**src/event_transfer_pkg.sv**
```systemverilog
// Shared constants for the event transfer controller.
// Assumes a 32-bit memory bus with word-aligned descriptor storage.
package event_transfer_pkg;

    typedef enum logic [2:0] {
        ST_IDLE    = 3'b000,
        ST_VEC_RD  = 3'b001,
        ST_DESC_RD = 3'b010,
        ST_DATA_RD = 3'b011,
        ST_DATA_WR = 3'b100,
        ST_WB      = 3'b101,
        ST_DONE    = 3'b110
    } state_t;

    // Unit size codes on mem_size_o and in the descriptor
    localparam logic [1:0] SIZE_BYTE = 2'h0;
    localparam logic [1:0] SIZE_WORD = 2'h1;
    localparam logic [1:0] SIZE_LONG = 2'h2;

    // Address stepping codes
    localparam logic [1:0] AM_INC = 2'h2;
    localparam logic [1:0] AM_DEC = 2'h3;

    // Transfer mode codes
    localparam logic [1:0] MD_NORMAL = 2'h0;
    localparam logic [1:0] MD_REPEAT = 2'h1;
    localparam logic [1:0] MD_BLOCK  = 2'h2;

    // Descriptor word 0 field positions
    localparam int SRC_AM_POS   = 30;
    localparam int SIZE_POS     = 28;
    localparam int MODE_POS     = 26;
    localparam int DTS_POS      = 25;
    localparam int CHAIN_EN_POS = 23;
    localparam int CHAIN_SEL_POS = 22;
    localparam int IRQ_SEL_POS  = 21;
    localparam int DST_AM_POS   = 19;

    // Descriptor words: mode, source, destination, counts
    localparam logic [1:0]  DESC_LAST_WORD = 2'h3;
    localparam logic [31:0] DESC_BYTES     = 32'h0000_0010;
    localparam logic [31:0] WORD_BYTES     = 32'h0000_0004;
    localparam logic [8:0]  FULL_BLOCK     = 9'h100;

    localparam logic [31:0] RST_WORD = 32'h0000_0000;
    localparam logic [15:0] RST_HALF = 16'h0000;

endpackage : event_transfer_pkg

```
**src/arb_if.sv**
```systemverilog
// Carrier between the controller and its source arbiter.
// Assumes both ends run on the same system clock.
`timescale 1ns/10ps
`default_nettype none
interface arb_if #(parameter int NUM_SRC = 26);
    logic [NUM_SRC-1:0]         act_req;
    logic [NUM_SRC-1:0]         act_en;
    logic                       grant_vld;
    logic [$clog2(NUM_SRC)-1:0] grant_idx;

    modport ctrl (output act_req, output act_en,
                  input grant_vld, input grant_idx);
    modport arb  (input act_req, input act_en,
                  output grant_vld, output grant_idx);
endinterface : arb_if
`default_nettype wire

```
**src/event_src_arbiter.sv**
```systemverilog
// Fixed-priority selection of the pending activation source.
// Assumes index 0 is the highest priority source.
`timescale 1ns/10ps
`default_nettype none
module event_src_arbiter #(
    parameter int NUM_SRC = 26
) (
    arb_if.arb bus
);
    logic [NUM_SRC-1:0] pend;
    logic [NUM_SRC:0]   above;
    logic [NUM_SRC-1:0] onehot;

    assign above[0] = 1'b0;

    generate
        for (genvar g = 0; g < NUM_SRC; g++) begin : g_src
            assign pend[g]     = bus.act_req[g] & bus.act_en[g];
            assign onehot[g]   = pend[g] & ~above[g];
            assign above[g+1]  = above[g] | pend[g];
        end
    endgenerate

    always_comb begin
        bus.grant_idx = '0;
        for (int i = 0; i < NUM_SRC; i++) begin
            if (onehot[i]) begin
                bus.grant_idx = i[$clog2(NUM_SRC)-1:0];
            end
        end
    end

    assign bus.grant_vld = above[NUM_SRC];

endmodule : event_src_arbiter
`default_nettype wire

```
**src/event_transfer_ctrl.sv**
```systemverilog
// Event-activated transfer controller: descriptor fetch, move, writeback.
// Assumes a memory slave that holds ack high for one cycle per access.
`timescale 1ns/10ps
`default_nettype none
module event_transfer_ctrl
    import event_transfer_pkg::*;
#(
    parameter int NUM_SRC = 26
) (
    input  wire logic               clk_sys_i,
    input  wire logic               rst_b_i,
    input  wire logic [NUM_SRC-1:0] act_req_i,
    input  wire logic [NUM_SRC-1:0] source_activation_enable_i,
    input  wire logic [31:0]        vector_base_i,
    output logic                    mem_req_o,
    output logic                    mem_we_o,
    output logic [1:0]              mem_size_o,
    output logic [31:0]             mem_addr_o,
    output logic [31:0]             mem_wdata_o,
    input  wire logic [31:0]        mem_rdata_i,
    input  wire logic               mem_ack_i,
    output logic                    cpu_irq_o,
    output logic [NUM_SRC-1:0]      clear_flag_o,
    output logic [NUM_SRC-1:0]      clear_enable_o,
    output logic                    busy_o
);
    localparam int IW = $clog2(NUM_SRC);

    if (NUM_SRC < 2 || NUM_SRC > 64) begin : g_bad_num_src
        $error("NUM_SRC out of range");
    end

    logic [1:0] rst_sync_ff;
    logic       rst_b;

    always_ff @(posedge clk_sys_i or negedge rst_b_i) begin
        if (!rst_b_i) begin
            rst_sync_ff <= 2'b00;
        end else begin
            rst_sync_ff <= {rst_sync_ff[0], 1'b1};
        end
    end
    assign rst_b = rst_sync_ff[1];

    arb_if #(.NUM_SRC(NUM_SRC)) arb ();
    assign arb.act_req = act_req_i;
    assign arb.act_en  = source_activation_enable_i;

    event_src_arbiter #(.NUM_SRC(NUM_SRC)) u_arb (
        .bus (arb)
    );

    state_t             state_ff,    nxt_state;
    logic [IW-1:0]      idx_ff,      nxt_idx;
    logic [1:0]         word_ff,     nxt_word;
    logic [31:0]        desc_ff,     nxt_desc;
    logic [15:0]        mode_ff,     nxt_mode;
    logic [31:0]        src_ff,      nxt_src;
    logic [31:0]        dst_ff,      nxt_dst;
    logic [15:0]        cnt_a_ff,    nxt_cnt_a;
    logic [15:0]        cnt_b_ff,    nxt_cnt_b;
    logic               req_ff,      nxt_req;
    logic               we_ff,       nxt_we;
    logic [1:0]         size_ff,     nxt_size;
    logic [31:0]        addr_ff,     nxt_addr;
    logic [31:0]        wdata_ff,    nxt_wdata;
    logic               irq_ff,      nxt_irq;
    logic [NUM_SRC-1:0] clr_flag_ff, nxt_clr_flag;
    logic [NUM_SRC-1:0] clr_en_ff,   nxt_clr_en;

    // Descriptor mode fields
    logic [1:0] src_am, dst_am, usize, tmode;
    logic       dts, chain_en, chain_sel, irq_sel;
    assign src_am    = mode_ff[SRC_AM_POS-16 +: 2];
    assign usize     = mode_ff[SIZE_POS-16 +: 2];
    assign tmode     = mode_ff[MODE_POS-16 +: 2];
    assign dts       = mode_ff[DTS_POS-16];
    assign chain_en  = mode_ff[CHAIN_EN_POS-16];
    assign chain_sel = mode_ff[CHAIN_SEL_POS-16];
    assign irq_sel   = mode_ff[IRQ_SEL_POS-16];
    assign dst_am    = mode_ff[DST_AM_POS-16 +: 2];

    function automatic logic [31:0] step_addr(input logic [31:0] a,
                                              input logic [1:0]  am,
                                              input logic [1:0]  sz);
        logic [31:0] unit;
        unit = 32'h0000_0001 << sz;
        case (am)
            AM_INC:  step_addr = a + unit;
            AM_DEC:  step_addr = a - unit;
            default: step_addr = a;
        endcase
    endfunction : step_addr

    // Undo a full pass of reload units, back to the area's start
    function automatic logic [31:0] restore(input logic [31:0] a,
                                            input logic [1:0]  am,
                                            input logic [1:0]  sz,
                                            input logic [7:0]  hi);
        logic [8:0]  units;
        logic [31:0] span;
        units = (hi == 8'h00) ? FULL_BLOCK : {1'b0, hi};
        span  = {23'h000000, units} << sz;
        case (am)
            AM_INC:  restore = a - span;
            AM_DEC:  restore = a + span;
            default: restore = a;
        endcase
    endfunction : restore

    logic [31:0] src_step, dst_step;
    logic [7:0]  lo_dec;
    logic        test_zero;
    logic [31:0] wb_word;
    logic [1:0]  wb_next;

    assign src_step = step_addr(src_ff, src_am, usize);
    assign dst_step = step_addr(dst_ff, dst_am, usize);
    assign lo_dec   = cnt_a_ff[7:0] - 8'h01;

    always_comb begin
        case (tmode)
            MD_REPEAT: test_zero = (cnt_a_ff[7:0] == 8'h00);
            MD_BLOCK:  test_zero = (cnt_b_ff == RST_HALF);
            default:   test_zero = (cnt_a_ff == RST_HALF);
        endcase
    end

    // Word that follows the one now being written back
    assign wb_next = word_ff + 2'h1;

    always_comb begin
        case (wb_next)
            2'h0:    wb_word = {mode_ff, RST_HALF};
            2'h1:    wb_word = src_ff;
            2'h2:    wb_word = dst_ff;
            default: wb_word = {cnt_a_ff, cnt_b_ff};
        endcase
    end

    always_comb begin
        nxt_state    = state_ff;
        nxt_idx      = idx_ff;
        nxt_word     = word_ff;
        nxt_desc     = desc_ff;
        nxt_mode     = mode_ff;
        nxt_src      = src_ff;
        nxt_dst      = dst_ff;
        nxt_cnt_a    = cnt_a_ff;
        nxt_cnt_b    = cnt_b_ff;
        nxt_req      = req_ff;
        nxt_we       = we_ff;
        nxt_size     = size_ff;
        nxt_addr     = addr_ff;
        nxt_wdata    = wdata_ff;
        nxt_irq      = 1'b0;
        nxt_clr_flag = '0;
        nxt_clr_en   = '0;
        case (state_ff)
            ST_IDLE: begin
                if (arb.grant_vld) begin
                    nxt_idx   = arb.grant_idx;
                    nxt_addr  = vector_base_i
                              + {{(30-IW){1'b0}}, arb.grant_idx, 2'b00};
                    nxt_req   = 1'b1;
                    nxt_we    = 1'b0;
                    nxt_size  = SIZE_LONG;
                    nxt_state = ST_VEC_RD;
                end
            end
            ST_VEC_RD: begin
                if (mem_ack_i) begin
                    // Low two bits ignored: descriptors are word aligned
                    nxt_desc  = {mem_rdata_i[31:2], 2'b00};
                    nxt_addr  = {mem_rdata_i[31:2], 2'b00};
                    nxt_word  = 2'h0;
                    nxt_state = ST_DESC_RD;
                end
            end
            ST_DESC_RD: begin
                if (mem_ack_i) begin
                    case (word_ff)
                        2'h0:    nxt_mode = mem_rdata_i[31:16];
                        2'h1:    nxt_src  = mem_rdata_i;
                        2'h2:    nxt_dst  = mem_rdata_i;
                        default: begin
                            nxt_cnt_a = mem_rdata_i[31:16];
                            nxt_cnt_b = mem_rdata_i[15:0];
                        end
                    endcase
                    if (word_ff == DESC_LAST_WORD) begin
                        nxt_addr  = src_ff;
                        nxt_size  = usize;
                        nxt_state = ST_DATA_RD;
                    end else begin
                        nxt_word = word_ff + 2'h1;
                        nxt_addr = addr_ff + WORD_BYTES;
                    end
                end
            end
            ST_DATA_RD: begin
                if (mem_ack_i) begin
                    nxt_we    = 1'b1;
                    nxt_addr  = dst_ff;
                    nxt_wdata = mem_rdata_i;
                    nxt_state = ST_DATA_WR;
                end
            end
            ST_DATA_WR: begin
                if (mem_ack_i) begin
                    nxt_src   = src_step;
                    nxt_dst   = dst_step;
                    nxt_we    = 1'b1;
                    nxt_size  = SIZE_LONG;
                    nxt_addr  = desc_ff;
                    nxt_word  = 2'h0;
                    nxt_wdata = {mode_ff, RST_HALF};
                    nxt_state = ST_WB;
                    case (tmode)
                        MD_REPEAT: begin
                            if (cnt_a_ff[7:0] == 8'h01) begin
                                nxt_cnt_a[7:0] = cnt_a_ff[15:8];
                                if (dts) begin
                                    nxt_src = restore(src_step, src_am,
                                                      usize, cnt_a_ff[15:8]);
                                end else begin
                                    nxt_dst = restore(dst_step, dst_am,
                                                      usize, cnt_a_ff[15:8]);
                                end
                            end else begin
                                nxt_cnt_a[7:0] = lo_dec;
                            end
                        end
                        MD_BLOCK: begin
                            nxt_cnt_a[7:0] = lo_dec;
                            if (lo_dec == 8'h00) begin
                                nxt_cnt_a[7:0] = cnt_a_ff[15:8];
                                nxt_cnt_b      = cnt_b_ff - 16'h0001;
                                if (dts) begin
                                    nxt_src = restore(src_step, src_am,
                                                      usize, cnt_a_ff[15:8]);
                                end else begin
                                    nxt_dst = restore(dst_step, dst_am,
                                                      usize, cnt_a_ff[15:8]);
                                end
                            end else begin
                                // Whole block moves within one request
                                nxt_we    = 1'b0;
                                nxt_size  = usize;
                                nxt_addr  = src_step;
                                nxt_state = ST_DATA_RD;
                            end
                        end
                        default: nxt_cnt_a = cnt_a_ff - 16'h0001;
                    endcase
                end
            end
            ST_WB: begin
                if (mem_ack_i) begin
                    nxt_word  = wb_next;
                    nxt_addr  = addr_ff + WORD_BYTES;
                    nxt_wdata = wb_word;
                    if (word_ff == DESC_LAST_WORD) begin
                        if (chain_en && (!chain_sel || test_zero)) begin
                            nxt_desc  = desc_ff + DESC_BYTES;
                            nxt_addr  = desc_ff + DESC_BYTES;
                            nxt_we    = 1'b0;
                            nxt_word  = 2'h0;
                            nxt_state = ST_DESC_RD;
                        end else begin
                            nxt_req   = 1'b0;
                            nxt_we    = 1'b0;
                            nxt_state = ST_DONE;
                            if (irq_sel) begin
                                nxt_irq    = 1'b1;
                                // CPU takes the request: hand the source back
                                nxt_clr_en = NUM_SRC'(1) << idx_ff;
                            end else begin
                                nxt_clr_flag = NUM_SRC'(1) << idx_ff;
                            end
                        end
                    end
                end
            end
            ST_DONE: begin
                // One idle cycle lets the cleared flag fall before re-arbitration
                nxt_state = ST_IDLE;
            end
            default: nxt_state = ST_IDLE;
        endcase
    end

    always_ff @(posedge clk_sys_i or negedge rst_b) begin
        if (!rst_b) begin
            state_ff    <= ST_IDLE;
            idx_ff      <= '0;
            word_ff     <= 2'h0;
            desc_ff     <= RST_WORD;
            mode_ff     <= RST_HALF;
            src_ff      <= RST_WORD;
            dst_ff      <= RST_WORD;
            cnt_a_ff    <= RST_HALF;
            cnt_b_ff    <= RST_HALF;
            req_ff      <= 1'b0;
            we_ff       <= 1'b0;
            size_ff     <= SIZE_LONG;
            addr_ff     <= RST_WORD;
            wdata_ff    <= RST_WORD;
            irq_ff      <= 1'b0;
            clr_flag_ff <= '0;
            clr_en_ff   <= '0;
        end else begin
            state_ff    <= nxt_state;
            idx_ff      <= nxt_idx;
            word_ff     <= nxt_word;
            desc_ff     <= nxt_desc;
            mode_ff     <= nxt_mode;
            src_ff      <= nxt_src;
            dst_ff      <= nxt_dst;
            cnt_a_ff    <= nxt_cnt_a;
            cnt_b_ff    <= nxt_cnt_b;
            req_ff      <= nxt_req;
            we_ff       <= nxt_we;
            size_ff     <= nxt_size;
            addr_ff     <= nxt_addr;
            wdata_ff    <= nxt_wdata;
            irq_ff      <= nxt_irq;
            clr_flag_ff <= nxt_clr_flag;
            clr_en_ff   <= nxt_clr_en;
        end
    end

    // Lane placement of narrow units is left to the memory slave
    assign mem_req_o      = req_ff;
    assign mem_we_o       = we_ff;
    assign mem_size_o     = size_ff;
    assign mem_addr_o     = addr_ff;
    assign mem_wdata_o    = wdata_ff;
    assign cpu_irq_o      = irq_ff;
    assign clear_flag_o   = clr_flag_ff;
    assign clear_enable_o = clr_en_ff;
    assign busy_o         = (state_ff != ST_IDLE);

endmodule : event_transfer_ctrl
`default_nettype wire

```
**config.mk**
```make
export PLATFORM = sky130hd
export DESIGN_NAME = event_transfer_ctrl
export DESIGN_NICKNAME = d
export VERILOG_FILES = /design/src/event_transfer_pkg.sv /design/src/arb_if.sv /design/src/event_src_arbiter.sv /design/src/event_transfer_ctrl.sv
export SDC_FILE = /design/constraint.sdc
export NUM_CORES = 1
export LEC_CHECK = 0
export BUFFER_PORTS_ARGS = -buffer_cell sky130_fd_sc_hd__buf_2
export CAP_MARGIN = 20
export CORE_ASPECT_RATIO = 1.75
export CORE_MARGIN = 4
export CORE_UTILIZATION = 50
export DETAILED_ROUTE_END_ITERATION = 8
export GPL_TIMING_DRIVEN = 0
export PLACE_DENSITY = 0.75
export REMOVE_ABC_BUFFERS = 1
export SLEW_MARGIN = 20
export SYNTH_ARGS = -nofsm -noshare
export SYNTH_HDL_FRONTEND = slang
export SYNTH_SLANG_ARGS = --single-unit
```
**constraint.sdc**
```tcl
create_clock -name clk_sys_i -period 18.05 [get_ports clk_sys_i]
set_input_delay 5.415 -clock clk_sys_i [delete_from_list [all_inputs] [get_ports clk_sys_i]]
set_output_delay 5.415 -clock clk_sys_i [all_outputs]
set_load 0.03 [all_outputs]
```
==> impl_metrics.tcl, run 1 <==
set metrics [dict create \
    drive_gt1_share_pct 12.63 \
    synth_area_sq_mm 0.02609 \
    worstPathRequired_ps 18520 \
    drcViolationCount 0 \
    grt_pass1_vias 27591 \
    setup_viol 0 \
    area_growth_pct 11.78 \
    synthFlopType "dfrtp_1" \
    cts_buffer_depth 3 \
    post_cts_buffers 0 \
    cts_tree "done" \
    tightest_slew_ps 1207 \
    finalSetupTns_ps 0 \
    fin_skew_ps 27.57 \
    portBuffers 240 \
    dp_hpwl_mm 82.08 \
    hp-class "flop to async pin" \
    arrival_ps 9450 \
    maxCapViolCount 0 \
    diodes 0 \
    via_count 28354 \
    r2r.worst_path.cells 22 \
    postRouteAntennaNets 0 \
    hold_viol 0 \
    vias_per_cell 6.656 \
    outcome "complete, no violations" \
    die_area_sq_mm 0.05604 \
    htreeDepth 1 \
    cts_sinks 275 \
    overflow 0 \
    drt_first_pass_iters 6 \
    yosysWarnings 0 \
    r2r_end "src_ff[29]" \
    relSlewSlack_pct 19.55 \
    drtIter0Drc 2852 \
    fp.dieW_um 180.7 \
    synth_cells 3459 \
    cp-end-kind "flop" \
    numCtsBuffers 26 \
    nets 3839 \
    fin_crit_sh_pct 49.72 \
    place_ws_ps 8452 \
    rsz0062_at_grt "false" \
    drt_wl_total_mm 105.9 \
    grt_max_degree 58 \
    grt_usage_pct 36.15 \
    clock.fmax_ghz 0.1114 \
    ctsResizeCount 0 \
    slew_violations 0 \
    synth_seq_cells 275 \
    layout_min_cycle_time_ps 8975 \
    async_reset_ff_share_pct 100.0 \
    grt_antenna_before_repair 0 \
    synth_edf_count 0 \
    reg2reg_from "mode_ff[12]" \
    core_sq_mm 0.05161 \
    yosys.cell_types.count 96 \
    rrSetupSlack_ps 9540 \
    ioPinCount 241 \
    start_util_pct 50.55 \
    start_kind "primary input" \
    ys_seq_area_share_pct 26.38 \
    die_height_um 310.2 \
    grt_pass1_wl_mm 159.1 \
    clk_pin_slew_ps 80 \
    path_class "primary input to flop" \
    cts-root-buf "clkbuf_16" \
    row_count 110 \
    synth_area_per_cell_sq_um 7.542 \
    critPathMaxFanout 6 \
    routedWlPerCell_um 24.86 \
    postCtsHoldBufs 0 \
    clk_latency_ps 590 \
    timing.final.ws_setup_ps 9075 \
    gp_congestion 1.053 \
]
[flip-flops by register name (all words and copies together), names as in the netlist, 2 cells and up]
name and count:
mode_ff 16, clear_flag_o 26, word_ff 2, cnt_a_ff 16, rst_sync_ff 2, idx_ff 5
mem_addr_o 32, mem_wdata_o 32, dst_ff 32, cnt_b_ff 16, src_ff 32, clear_enable_o 26
mem_size_o 2, state_ff 3, desc_ff 30
[worst max path at each step]
stage	start	to	depth (start not counted)
CTS	act_req_i[6]	mem_addr_o[30]	17
detailed placement	act_req_i[6]	mem_addr_o[30]	17
floorplan	state_ff[1]	dst_ff[30]	8
finish	act_req_i[6]	mem_addr_o[30]	17
global route	act_req_i[2]	mem_addr_o[30]	17
global placement	state_ff[1]	dst_ff[30]	8
[kinds of logic (layout without fill, tap and decap cells)]
logic type,after synthesis,count (layout),share of synthesized area (%)
compound gates,1298,1298,31.59
fa+ha+maj,152,152,7.434
buf+inv,280,409,4.283
flops,275,275,26.38
xor+xnor,190,190,6.379
simple gates,1192,1192,21.00
mux,71,71,2.926
other cells,1,1,0.01437
[through the flow]
stage / area [sq um] / hold slack [ps] / utilization, % / cells
after floorplan: 25290 / 331.2 / - / 3264
after detailed placement: 28280 / 324.9 / 54.79 / 4211
after global routing: 29160 / 356.9 / 56.50 / 4260
final: 29160 / 313.2 / 56.50 / 4260
after global placement: 27330 / 335.6 / 52.96 / 4176
after CTS: 29150 / 333.2 / 56.47 / 4259
[placed cells by master (no fill, tap or decap), drive strengths merged, types with 19 or more instances in the layout]
master | Yosys | final
a211oi | 41 | 41
o211ai | 34 | 34
nand2 | 409 | 409
nor2b | 55 | 55
o21ai | 310 | 310
or3 | 23 | 23
ha | 147 | 147
o221ai | 19 | 19
xor2 | 65 | 65
a21oi | 383 | 383
nor2 | 387 | 387
o21bai | 25 | 25
a21o | 84 | 84
and3 | 33 | 33
nand4 | 24 | 24
nor3 | 70 | 70
inv | 83 | 84
o21a | 28 | 28
o22ai | 42 | 42
mux2i | 29 | 29
nand2b | 37 | 37
a22oi | 85 | 85
nand3 | 80 | 80
buf | 35 | 276
xnor2 | 125 | 125
a221oi | 44 | 44
o22a | 21 | 21
o31ai | 28 | 28
dfrtp | 274 | 274
clkbuf | 160 | 33
mux2 | 42 | 42
a31oi | 51 | 51
[metal layers]
layer | part of all wire (%) | wire [um] | track usage [%] | up-vias
met5 | 0 | 0 | 0 | -
met4 | 11 | 11740 | 32.44 | 0
met3 | 8.3 | 8797 | 4.947 | 543
met2 | 47 | 50060 | 61.72 | 1744
met1 | 33 | 35300 | 38.93 | 13147
li1 | - | - | - | 12920
[worst max-delay path, stage by stage]
cell      delay [ps]
buf_2            110
a22oi_1          270
nand4_1          190
nor3_1           500
a31o_2           260
ha_1             180
fa_1             220
a21o_1           130
a21oi_1           80
o21bai_1         540
nand2_1          230
or2_2            390
nor2_1           160
nand4_1          130
xnor2_1          150
a211o_1          300
o22a_1           180
[synth_stat cells, types with 34 or more instances]
cell type  count  area share (%)
dfrtp_1      274              26
a21oi_1      379             7.3
nor3_1        69             1.3
clkbuf_1     160             2.3
a31oi_1       51             1.2
inv_1         83             1.2
mux2_2        42             1.8
a221oi_1      43             1.4
a22oi_1       83             2.4
nor2b_1       55             1.3
nand3_1       80             1.5
o22ai_1       42             1.0
nor2_1       377             5.4
o211ai_1      34            0.98
xnor2_1      125             4.2
nand2b_1      37            0.89
nand2_1      407             5.9
xor2_1        65             2.2
ha_1         147             7.1
a211oi_1      38             1.1
o21ai_0      292             5.6
a21o_1        84             2.4
[final cells by class]
class	instances	area, sq um
Clock inverter	15	171.4
Sequential cell	275	6903
Timing Repair Buffer	276	1981
Multi-Input combinational cell	2904	18250
Clock buffer	33	698.2
Tap cell	672	840.8
Fill cell	4947	22450
Inverter	85	320.3
Power of run 1 is left out: the tool's default activity adds up to more than one toggle a clock period on the data nets, which glitch-free logic cannot reach.
==> inputs of run 2 (changes only) <==
--- a/config.mk
+++ b/config.mk
@@ -12,7 +12,7 @@
 export CORE_UTILIZATION = 50
 export DETAILED_ROUTE_END_ITERATION = 8
 export GPL_TIMING_DRIVEN = 0
-export PLACE_DENSITY = 0.75
+export PLACE_DENSITY = 0.78
 export REMOVE_ABC_BUFFERS = 1
 export SLEW_MARGIN = 20
 export SYNTH_ARGS = -nofsm -noshare
==> constraint.sdc (replaced) <==
create_clock -name clk_sys_i -period 7.5 [get_ports clk_sys_i]
set_input_delay 2.25 -clock clk_sys_i [delete_from_list [all_inputs] [get_ports clk_sys_i]]
set_output_delay 2.25 -clock clk_sys_i [all_outputs]
set_load 0.03 [all_outputs]
==> impl_metrics.tcl, run 2 (same netlist as run 1, synthesis figures left out) <==
set metrics [dict create \
    fin_crit_sh_pct 97.60 \
    grt_usage_pct 36.51 \
    routedWlPerCell_um 25.12 \
    rrSetupSlack_ps 180 \
    num-fill-cells 4824 \
    maxCapViolCount 0 \
    cp-end-kind "flop" \
    relSlewSlack_pct 21.61 \
    slew_violations 0 \
    grt_util_met2_pct 62.48 \
    die_height_um 310.2 \
    portBuffers 240 \
    final_common_cell "nand2_1" \
    clk_latency_ps 590 \
    clk_pin_slew_ps 80 \
    busiest_layer "met2" \
    dp_hpwl_mm 80.94 \
    cts_buffer_depth 3 \
    setup_viol 0 \
    hp-class "flop to async pin" \
    r2r_end "src_ff[27]" \
    met1_usage_pct 39.43 \
    drt_first_pass_iters 7 \
    numCtsBuffers 26 \
    ioPinCount 241 \
    critPathMaxFanout 25 \
    gp_congestion 1.076 \
    cts-root-buf "clkbuf_16" \
    row_count 110 \
    nets 3841 \
    htreeDepth 1 \
    r2r.worst_path.cells 24 \
    area_growth_pct 12.08 \
    final_util_pct 56.65 \
    start_kind "flop" \
    vias_per_cell 6.704 \
    via_count 28584 \
    core_sq_mm 0.05161 \
    die_area_sq_mm 0.05604 \
    grt_pass1_vias 27950 \
    grt_pass1_wl_mm 161.0 \
    postRouteAntennaNets 0 \
    clock.fmax_ghz 0.1366 \
    path_class "flop to flop" \
    cts_tree "done" \
    outcome "complete, no violations" \
    drcViolationCount 0 \
    grt_antenna_before_repair 1 \
    fin_skew_ps 23.58 \
    grt_max_degree 70 \
    drtIter0Drc 3588 \
    postCtsHoldBufs 0 \
    worstPathRequired_ps 7950 \
    reg2reg_from "mode_ff[13]" \
    tightest_slew_ps 1172 \
    hold_viol 0 \
    overflow 0 \
    drive_gt1_share_pct 12.96 \
    final_cell_mix "nand2_1 (401), a21oi_1 (376), nor2_1 (368)" \
    arrival_ps 7770 \
    layout_min_cycle_time_ps 7320 \
    cts_sinks 275 \
    rsz0062_at_grt "false" \
    start_util_pct 50.55 \
    fp.dieW_um 180.7 \
    grt_util_met3_pct 5.322 \
    drt_wl_total_mm 107.1 \
]
[run 2: layer usage]
| layer | wire length [um] | up-vias |
|---|---|---|
| met5 | 0 | - |
| met4 | 11260 | 0 |
| met3 | 8923 | 567 |
| met2 | 50610 | 1817 |
| met1 | 36310 | 13289 |
| li1 | - | 12911 |
[run 2: stage by stage]
stage          hold WS, ps  setup TNS (ps)  std cells  instance area [sq um]  setup slack, ps
2_1_floorplan        331.2         -207940       3264                  25290            -1150
3_3_place_gp         335.5        -1867380       4176                  27330            -8436
3_5_place_dp         242.3           -1611       4211                  28280           -406.3
4_1_cts              248.5               0       4261                  29200            95.15
5_1_grt              269.7               0       4261                  29230            71.43
6_report             241.9               0       4264                  29240            180.0
[run 2: timing repair]
action / in CTS / in global routing
buffers inserted: 3 / 0
resized for setup: 5 / 6
setup endpoints to repair: 9 / 13
[run 2: worst max path at each step]
stage                 end        start
2_1_floorplan  dst_ff[30]  state_ff[1]
3_3_place_gp   dst_ff[30]  state_ff[1]
3_5_place_dp   src_ff[27]  mode_ff[15]
4_1_cts        dst_ff[28]   mode_ff[4]
5_1_grt        src_ff[27]  mode_ff[13]
6_report       src_ff[27]  mode_ff[13]
[run 2: cell type report]
type | count | area [sq um] | share of cell area [%]
antenna | 3 | 7.507 | 0.02568
clock buffer | 33 | 698.2 | 2.388
clock inverter | 14 | 190.2 | 0.6504
inverter | 85 | 324.1 | 1.108
multi-input combinational | 2904 | 18270 | 62.49
sequential | 275 | 6905 | 23.62
tap | 672 | 840.8 | 2.876
timing repair buffer | 278 | 2001 | 6.842
[run 2: worst max-delay path, cell delays in order, from the launching register on]
cell       delay [ps]
dfrtp_4           660
inv_1             250
nand2_1           210
ha_1              310
nand2_1           200
nand2_2           310
ha_1              490
o21ai_0           130
a211oi_1          450
o2111ai_1         310
a2111oi_1         740
nor3_1            240
xnor2_1           180
mux2_2            320
ha_1              380
nand2_1            90
o21ai_0           160
a211oi_1          250
o21ai_0           340
o21a_1            290
a21oi_1           180
xnor2_1            80
a221oi_1          280
a21boi_0          240
o31ai_1            90
Power of run 2 is left out for the same reason.
